--- src/verilog/ierl_pkg.sv ---
// constants for the isolated edge pulse link with refresh
package ierl_pkg;
   localparam int unsigned CLK_MHZ       = 125;   // core clock rate in MHz
   localparam int unsigned CLK_PERIOD_PS = 8000;  // core clock period in ps
   localparam int unsigned PULSE_NS      = 1;     // width of a barrier pulse
   localparam int unsigned IDLE_US       = 1;     // idle time before refresh
   localparam int unsigned FAIL_US       = 1;     // silence before fail-safe
   // pulse width rounds down, never below one cycle
   localparam int unsigned PULSE_CYC_RAW = (PULSE_NS * 1000) / CLK_PERIOD_PS;
   localparam int unsigned PULSE_CYC     = (PULSE_CYC_RAW < 1) ? 1 : PULSE_CYC_RAW;
   // timeouts are longest times: round down
   localparam int unsigned IDLE_CYC      = IDLE_US * CLK_MHZ;
   localparam int unsigned FAIL_CYC      = FAIL_US * CLK_MHZ;
   localparam int unsigned CNT_W         = 12;    // timer width
   localparam logic        FAILSAFE_LVL  = 1'b1;  // output level with no pulses
   localparam logic        DEC_RST_LVL   = 1'b0;  // decoder level after reset
endpackage

--- src/verilog/ierl_channel.sv ---
// one isolated channel: edge encoder, refresh engine, bistable decoder, watchdog
`timescale 1ns/1ps

// What this block does
// - each input change sends one set/reset pulse
// - decoder set by set, reset by reset
// - output pair follows decoder state normally
// - refresh pulses after one microsecond idle
// - fixed variant keeps refresh always on
// - wrong power-up state fixed within 1 us
// - no pulses for 1 us forces high
// - refresh off: only transitions correct output
// - receiver slices differential input at zero
// - high: plus sources, minus sinks; low reversed
module ierl_channel
   import ierl_pkg::*;
#(
   parameter bit          FIXED_REFRESH = 1'b0,      // package with refresh always on
   parameter int unsigned IDLE_CYCLES   = IDLE_CYC,  // idle time in cycles
   parameter int unsigned FAIL_CYCLES   = FAIL_CYC   // watchdog time in cycles
) (
   input  wire logic clk_i,                  // core clock, 125 MHz
   input  wire logic rst_i,                  // synchronous reset, high
   input  wire logic diff_input_pair_p_i,    // noninverted input (sliced)
   input  wire logic diff_input_pair_n_i,    // inverted input (sliced)
   input  wire logic refresh_in_n_i,         // input-side refresh enable, low
   input  wire logic refresh_out_n_i,        // output-side refresh enable, low
   input  wire logic input_side_up_i,        // input side powered
   output logic      diff_output_pair_p_o,   // noninverted output
   output logic      diff_output_pair_n_o,   // inverted output
   output logic      set_pulse_o,            // barrier set pulse
   output logic      reset_pulse_o           // barrier reset pulse
);
   import ierl_pkg::*;

   // ------------------------------------------------------------
   // input synchronisers
   // ------------------------------------------------------------
   logic [1:0] sync_p;     // positive leg, two stages
   logic [1:0] sync_n;     // negative leg, two stages
   logic [1:0] sync_ri;    // refresh enable, input side
   logic [1:0] sync_ro;    // refresh enable, output side
   logic [1:0] sync_up;    // input side power

   // every input but clk_i and rst_i passes two flops before any logic looks at it
   always_ff @(posedge clk_i) begin
      sync_p  <= {sync_p[0],  diff_input_pair_p_i};
      sync_n  <= {sync_n[0],  diff_input_pair_n_i};
      sync_ri <= {sync_ri[0], refresh_in_n_i};
      sync_ro <= {sync_ro[0], refresh_out_n_i};
      sync_up <= {sync_up[0], input_side_up_i};
   end

   // ------------------------------------------------------------
   // receiver and encoder
   // ------------------------------------------------------------
   wire logic rx_level;     // recovered input state
   wire logic refresh_en;   // refresh active on both sides
   wire logic tx_alive;     // input side powered, after the synchroniser
   wire logic refresh_armed; // a refresh could be sent right now
   // between thresholds either state may result; a tie keeps high
   assign rx_level   = sync_p[1] | ~sync_n[1];
   // fixed variant ignores the pins; else both low enables needed
   assign refresh_en = FIXED_REFRESH | (~sync_ri[1] & ~sync_ro[1]);
   assign tx_alive   = sync_up[1];
   // idle timer only means something while a refresh could go out
   assign refresh_armed = tx_alive & refresh_en;

   logic             last_level;  // state last sent across
   logic [CNT_W-1:0] idle_cnt;    // cycles since last input change or refresh
   logic [CNT_W-1:0] pw_cnt;      // remaining pulse width
   logic             pulse_val;   // encoded state of the pulse
   wire  logic       edge_seen;   // input changed
   wire  logic       refresh_due; // idle long enough to resend
   wire  logic       fire;        // start a pulse this cycle

   assign edge_seen   = tx_alive & (rx_level != last_level);
   assign refresh_due = refresh_armed & (idle_cnt >= CNT_W'(IDLE_CYCLES - 1));
   assign fire        = (edge_seen | refresh_due) & (pw_cnt == '0);

   // encoder: one pulse per change, periodic resend when idle
   always_ff @(posedge clk_i) begin
      if (rst_i) begin
         last_level <= 1'b0;
         idle_cnt   <= '0;
         pw_cnt     <= '0;
         pulse_val  <= 1'b0;
      end else begin
         if (fire) begin
            last_level <= rx_level;
            pulse_val  <= rx_level;
            pw_cnt     <= CNT_W'(PULSE_CYC);
         end else if (pw_cnt != '0) begin
            pw_cnt <= pw_cnt - 1'b1;
         end
         // idle timer restarts on every change and every refresh;
         // held at zero while disarmed so a late enable sees no stale count
         if (edge_seen | refresh_due | ~refresh_armed) begin
            idle_cnt <= '0;
         end else begin
            idle_cnt <= idle_cnt + 1'b1;
         end
      end
   end

   wire logic pulse_on;      // pulse on the barrier
   assign pulse_on      = (pw_cnt != '0);
   assign set_pulse_o   = pulse_on & pulse_val;
   assign reset_pulse_o = pulse_on & ~pulse_val;

   // ------------------------------------------------------------
   // decoder and watchdog
   // ------------------------------------------------------------
   logic             dec_state;  // bistable decoder
   logic             failed;     // input side presumed dead
   logic [CNT_W-1:0] wd_cnt;     // cycles since last pulse
   wire  logic       any_pulse;  // a pulse arrived
   assign any_pulse = set_pulse_o | reset_pulse_o;

   // decoder holds between pulses; watchdog restarts on any pulse
   always_ff @(posedge clk_i) begin
      if (rst_i) begin
         dec_state <= DEC_RST_LVL;
         wd_cnt    <= '0;
         failed    <= 1'b0;
      end else begin
         if (set_pulse_o) begin
            dec_state <= 1'b1;
         end else if (reset_pulse_o) begin
            dec_state <= 1'b0;
         end
         if (any_pulse) begin
            wd_cnt <= '0;
            failed <= 1'b0;
         end else if (wd_cnt >= CNT_W'(FAIL_CYCLES - 1)) begin
            failed <= 1'b1;
         end else begin
            wd_cnt <= wd_cnt + 1'b1;
         end
      end
   end

   // ------------------------------------------------------------
   // output driver
   // ------------------------------------------------------------
   wire logic out_level;  // logic level presented on the pair
   // fail-safe only bites with refresh off, or the input side silent
   assign out_level = failed ? FAILSAFE_LVL : dec_state;
   always_ff @(posedge clk_i) begin
      if (rst_i) begin
         diff_output_pair_p_o <= FAILSAFE_LVL;
         diff_output_pair_n_o <= ~FAILSAFE_LVL;
      end else begin
         diff_output_pair_p_o <= out_level;
         diff_output_pair_n_o <= ~out_level;
      end
   end

   // ------------------------------------------------------------
   // checks
   // ------------------------------------------------------------
   property p_set_drives_high;
      @(posedge clk_i) disable iff (rst_i) set_pulse_o |=> dec_state;
   endproperty
   a_set_drives_high: assert property (p_set_drives_high) else $error("set lost");

   property p_reset_drives_low;
      @(posedge clk_i) disable iff (rst_i) reset_pulse_o |=> !dec_state;
   endproperty
   a_reset_drives_low: assert property (p_reset_drives_low) else $error("reset lost");

   property p_edge_pulses;
      @(posedge clk_i) disable iff (rst_i) (edge_seen && !pulse_on) |=> pulse_on;
   endproperty
   a_edge_pulses: assert property (p_edge_pulses) else $error("no pulse on edge");

   property p_pulse_value;
      @(posedge clk_i) disable iff (rst_i) fire |=> (set_pulse_o == $past(rx_level));
   endproperty
   a_pulse_value: assert property (p_pulse_value) else $error("wrong pulse kind");

   property p_refresh_bound;
      @(posedge clk_i) disable iff (rst_i)
         refresh_armed |-> idle_cnt < CNT_W'(IDLE_CYCLES);
   endproperty
   a_refresh_bound: assert property (p_refresh_bound) else $error("refresh late");

   property p_no_refresh_when_off;
      @(posedge clk_i) disable iff (rst_i) (fire && !refresh_en) |-> edge_seen;
   endproperty
   a_no_refresh_when_off: assert property (p_no_refresh_when_off) else $error("stray tx");

   // a pulse fits one core cycle, so set and reset never smear together
   property p_single_pulse;
      @(posedge clk_i) disable iff (rst_i) pulse_on |=> !pulse_on;
   endproperty
   a_single_pulse: assert property (p_single_pulse) else $error("pulse too long");

   // a dead input side sends nothing across the barrier
   property p_dead_side_silent;
      @(posedge clk_i) disable iff (rst_i) !tx_alive |=> !pulse_on;
   endproperty
   a_dead_side_silent: assert property (p_dead_side_silent) else $error("dead side sent");

   // silence past the limit must trip the fail-safe
   property p_watchdog_fires;
      @(posedge clk_i) disable iff (rst_i)
         (!any_pulse && wd_cnt >= CNT_W'(FAIL_CYCLES - 1)) |=> failed;
   endproperty
   a_watchdog_fires: assert property (p_watchdog_fires) else $error("watchdog silent");

   // any pulse proves the input side alive again
   property p_pulse_clears_fail;
      @(posedge clk_i) disable iff (rst_i) any_pulse |=> !failed;
   endproperty
   a_pulse_clears_fail: assert property (p_pulse_clears_fail) else $error("fail stuck");

   property p_failsafe_high;
      @(posedge clk_i) disable iff (rst_i) failed |=> diff_output_pair_p_o;
   endproperty
   a_failsafe_high: assert property (p_failsafe_high) else $error("fail-safe not high");

   property p_pair_opposite;
      @(posedge clk_i) disable iff (rst_i) diff_output_pair_p_o != diff_output_pair_n_o;
   endproperty
   a_pair_opposite: assert property (p_pair_opposite) else $error("pair not opposite");

   property p_follow_decoder;
      @(posedge clk_i) disable iff (rst_i) !failed |=> diff_output_pair_p_o == $past(dec_state);
   endproperty
   a_follow_decoder: assert property (p_follow_decoder) else $error("not following");
endmodule

--- config.mk ---
export PLATFORM = sky130hd
export DESIGN_NAME = ierl_channel
export DESIGN_NICKNAME = d
export VERILOG_FILES = /design/src/verilog/ierl_pkg.sv /design/src/verilog/ierl_channel.sv
export SDC_FILE = /design/constraint.sdc
export NUM_CORES = 1
export LEC_CHECK = 0
export BUFFER_PORTS_ARGS = -buffer_cell sky130_fd_sc_hd__buf_2
export CAP_MARGIN = 40
export CELL_PAD_IN_SITES_DETAIL_PLACEMENT = 2
export CELL_PAD_IN_SITES_GLOBAL_PLACEMENT = 2
export CORE_AREA = 2 2 74 76
export DETAILED_ROUTE_END_ITERATION = 10
export DIE_AREA = 0 0 76 78
export PLACE_DENSITY_LB_ADDON = 0.3
export SYNTH_ARGS = -nofsm -noshare
export SYNTH_HDL_FRONTEND = slang
export SYNTH_SLANG_ARGS = --single-unit
--- constraint.sdc ---
create_clock -name clk_i -period 2.22 [get_ports clk_i]
set_clock_uncertainty 0.1 [all_clocks]
set_input_delay 0.222 -clock clk_i [delete_from_list [all_inputs] [get_ports clk_i]]
set_output_delay 0.222 -clock clk_i [all_outputs]
set_load 0.1 [all_outputs]
* Word level (Yosys, flattened, before mapping) *
Index checks and enable logic that the tools add are counted.
Widths: inputs -> output; s select.

operators by class
  $add $sub $neg = 3
  order comparisons = 2
  eq/ne operators = 1
  muxes and demuxes = 5
  bitwise logic cells = 17
  reductions and logical operators = 7

operator list
  cell                   number
  $add 12x1->12 const B  2
  $ge 12x7->1 const B    2
  $logic_not 12->1       1
  $reduce_bool 12->1     1
  $sub 12x1->12 const B  1
  $and 1x1->1            7
  $not 1->1              6
  $reduce_or 2->1        3
  $mux 1                 5
  $or 1x1->1             4
  $reduce_bool 2->1      2
  $ne 1x1->1             1

storage, ports and cells
  register bits after elaboration = 51
  word-level logic and storage cells = 49

* Depth between registers and ports, before layout *
  word-level depth = 7
  mapped depth = 7
  mapped depth without buffers = 6

* Least setup slack after synthesis *
OpenSTA, ideal clock, no wires.

  path type = register -> output
  start point = register pw_cnt[0]
  end point = output reset_pulse_o
  data arrival time = 2.361 ns
  required time = 1.898 ns
  setup slack = -0.463 ns
  stages on the path, launching flop included = 7
  cell sequence = dfxtp_1 > inv_1 > ha_1 > nor2b_1 > and4_1 > buf_4 > nor2_1

between the ends
  cells in the longest elaborated chain, start to end = 2

RTL lines
  what                    RTL line             source
  start, declared         ierl_channel.sv:71   logic [CNT_W-1:0] pw_cnt;
  start signal, assigned  ierl_channel.sv:92   pw_cnt <= CNT_W'(PULSE_CYC);
  start signal, assigned  ierl_channel.sv:94   pw_cnt <= pw_cnt - 1'b1;
  $reduce_bool 12->1      ierl_channel.sv:107  assign pulse_on = (pw_cnt != '0);
  $and 1x1->1             ierl_channel.sv:109  assign reset_pulse_o = pulse_on & ~pulse_val;
  end, declared           ierl_channel.sv:32   output logic reset_pulse_o

No other way between the ends.

* Worst setup path in the final report *
  start point = register pw_cnt[1]
  end point = register pw_cnt[6]

between the ends
  cells in the longest elaborated chain, start to end = 3
  elaborated cells on any way between the ends = 5
  classes of those cells = add/sub: 1; bitwise: 1; reduce/logical: 3

RTL lines
  what
  parallel branches: the longest is 3 deep, another holds $sub 12x1->12

Several ways; the timed one is not identified.
A chain may end at the register's enable or synchronous reset.

==> results.cfg <==
[min_path]
whs_path_depth = 2
hold_path.class = in2reg

[routing]
dr.pass1.iters = 4
antenna_left = 0
drc = 0
vias_per_cell = 5.088
wl_per_cell_um = 17.76
drt_iter0_drc = 86
wl_um = 5043
vias = 1445

[sta]
hold_violations = 0
setup_violations = 0
worstMarginPinSlew_ns = 0.6303
fmax_ghz = 0.4539
relSlewSlack_pct = 57.79
slew_violations = 0
layout_min_cycle_time_ns = 2.203
period_share_pct = 99.25

[setup_path]
crit_required_ns = 2.32
critPathCaptureType = register
worstSetupPathType = reg2reg
critPathArrivalTime_ns = 2.31
cp_max_fo = 5
start_kind = register
r2r.worst_path.cells = 5

[synth]
syn_inst = 187
synth-edff-count = 0
ys_types = 46
async_reset_ff_share_pct = 0
yosys_warnings = 0
ys_ff_latch = 51
yosysSeqAreaShare_pct = 52.41
synth_area_per_cell_um2 = 10.42
synth-main-ff-cell = dfxtp_1
netlist_area_um2 = 1948

[layout]
drive_above_1_share_pct = 20.56
syn2layout_area_growth_pct = 20.04
nets = 226
n_antenna_cell = 0
nFillCells = 528
fin_area_um2 = 2338
post-route-util_pct = 46.38

[die]
fp.coreArea_um2 = 5042
die_y_um = 78
initial_core_util_pct = 38.64
die_area_um2 = 5928
ioPinCount = 11
rows = 26
die_x_um = 76

[power]
p_leak_nw = 0.8795
peakVddDrop_v = 0.0009820
cellPowerDensity_nw_per_um2 = 1259

[place]
place.gp.congestion = 0.7941
hpwl_um = 3120
io_buffer_count = 10
placed_area_um2 = 2130

[cts]
cts_tree = done
cts.htree.levels = 2
cts_made_buffers = 5
cts.root.buffer_cell = clkbuf_8
clk_pin_slew_ns = 0.09
clk_latency_ns = 0.31
cts.sinks = 51
clk_path_buf_depth = 2

[global_routing]
grt_overflow_total = 0
grt_use_total_pct = 18.55
grt_pass1_vias = 1577
grt_max_degree = 16
antenna_found_initial = 0
grt_pass1_wl_um = 8369

[flow_run]
cap_violations = 0

[outcome]
status = finished clean
## cells in the mapped netlist, types with 2 or more instances
library cell	instances	area (um^2)
nor3_1	3	15.01
clkbuf_1	2	7.510
a2111oi_2	2	30.03
xnor2_1	8	70.07
nand3_1	4	20.02
a31oi_1	2	12.51
nor2_1	26	97.59
and4_1	4	35.03
nor2b_1	2	12.51
a211oi_4	2	40.04
mux2i_1	2	20.02
inv_1	13	48.80
or4_4	2	22.52
and2_1	6	37.54
xor2_1	5	43.79
and3_1	2	12.51
nand2_1	6	22.52
ha_1	6	75.07
nand2b_1	3	18.77
dfxtp_1	51	1021
nand4_1	3	18.77
a21oi_1	9	45.04
## stage by stage
| stage | setup TNS [ns] | power (W) | worst slack (ns) | hold WS [ns] | std cells |
|---|---|---|---|---|---|
| finish | 0 | 0.002945 | 0.01673 | 0.2111 | 284 |
| global placement | 0 | 0.002121 | 0.2890 | 0.2119 | 269 |
| floorplan | 0 | 0.001881 | 0.006126 | 0.1497 | 191 |
| detailed placement | 0 | 0.002188 | 0.1401 | 0.2143 | 269 |
| CTS | 0 | 0.002843 | 0.01521 | 0.1888 | 282 |
| global route | -0.05151 | 0.003125 | -0.03868 | 0.2181 | 284 |
## cell families (layout without fill, tap and decap cells)
kind of cell	count (synthesis)	in the layout	share of synthesized area, %
other cells	1	5	0.1925
fa+ha+maj	6	6	3.853
mux	2	2	1.028
buf+inv	17	40	3.468
xor+xnor	13	13	5.845
simple gates	70	70	20.10
flops	51	51	52.41
compound gates	27	27	13.10
## area by class of cell
class,instances,area [um^2],area share [%]
Clock buffer,7,86.33,3.692
Clock inverter,1,8.758,0.3745
Inverter,13,48.80,2.087
Multi-Input combinational cell,123,912.1,39.00
Sequential cell,51,1027,43.93
Tap cell,70,87.58,3.745
Timing Repair Buffer,19,167.7,7.170
## what timing repair did
action	4_1_cts	5_1_grt
pin swaps	1	2
setup endpoints to repair	2	3
endpoints found under the hold margin	5	0
hold buffers	5	0
resized for setup	6	8
setup buffers	0	2
## routing by layer
layer | vias to the layer above | share of wire [%] | global-route usage (%)
li1 | 691 | - | -
met1 | 727 | 42 | 22.22
met2 | 17 | 53 | 33.04
met3 | 10 | 2.2 | 3.837
met4 | 0 | 2.7 | 6.545
met5 | - | 0 | 0
## critical path: stages, from the launching register on
cell and delay, ns:
dfxtp_2 0.35, inv_1 0.12, ha_2 0.23, or4b_4 0.51
or4_1 0.48, a221oi_2 0.32
## worst paths after layout
kind              startpoint   endpoint  slack, ns
setup / recovery   pw_cnt[1]  pw_cnt[6]       0.02
hold / removal         rst_i  pw_cnt[5]       0.21
setup reg to reg   pw_cnt[1]  pw_cnt[6]       0.02
hold reg to reg    sync_p[0]  sync_p[1]       0.24
## flip-flops by register name, summed over array words and instances (netlist names), 2 cells and up
name / count
idle_cnt: 12
wd_cnt: 12
pw_cnt: 12
sync_up: 2
sync_ri: 2
sync_n: 2
sync_ro: 2
sync_p: 2
## cells in the final DEF, fill, tap and decap left out, drive strengths merged, types with 2 or more instances in the layout
cell type | Yosys | routed
nor4 | 2 | 2
a21oi | 9 | 9
and4 | 4 | 4
and2 | 6 | 6
nor2 | 26 | 26
conb | 1 | 5
nand3 | 4 | 4
ha | 6 | 6
xor2 | 5 | 5
nand2b | 3 | 3
nor2b | 2 | 2
or4 | 3 | 3
mux2i | 2 | 2
a2111oi | 3 | 3
and3 | 2 | 2
xnor2 | 8 | 8
a31oi | 2 | 2
dfxtp | 51 | 51
nand2 | 6 | 6
nor3 | 3 | 3
dlygate4sd3 | 0 | 5
inv | 13 | 13
a211oi | 3 | 3
buf | 2 | 14
nand4 | 3 | 3
clkbuf | 2 | 7
## report_power, final
group | switching [W] | leakage (nW) | total [W] | internal [W]
sequential | 0.000139 | 0.421 | 0.00118 | 0.00104
combinational | 0.000720 | 0.410 | 0.00121 | 0.000486
clock | 0.000305 | 0.0484 | 0.000560 | 0.000256
total | 0.00116 | 0.880 | 0.00294 | 0.00178
Power figures use the tool's default switching activity.
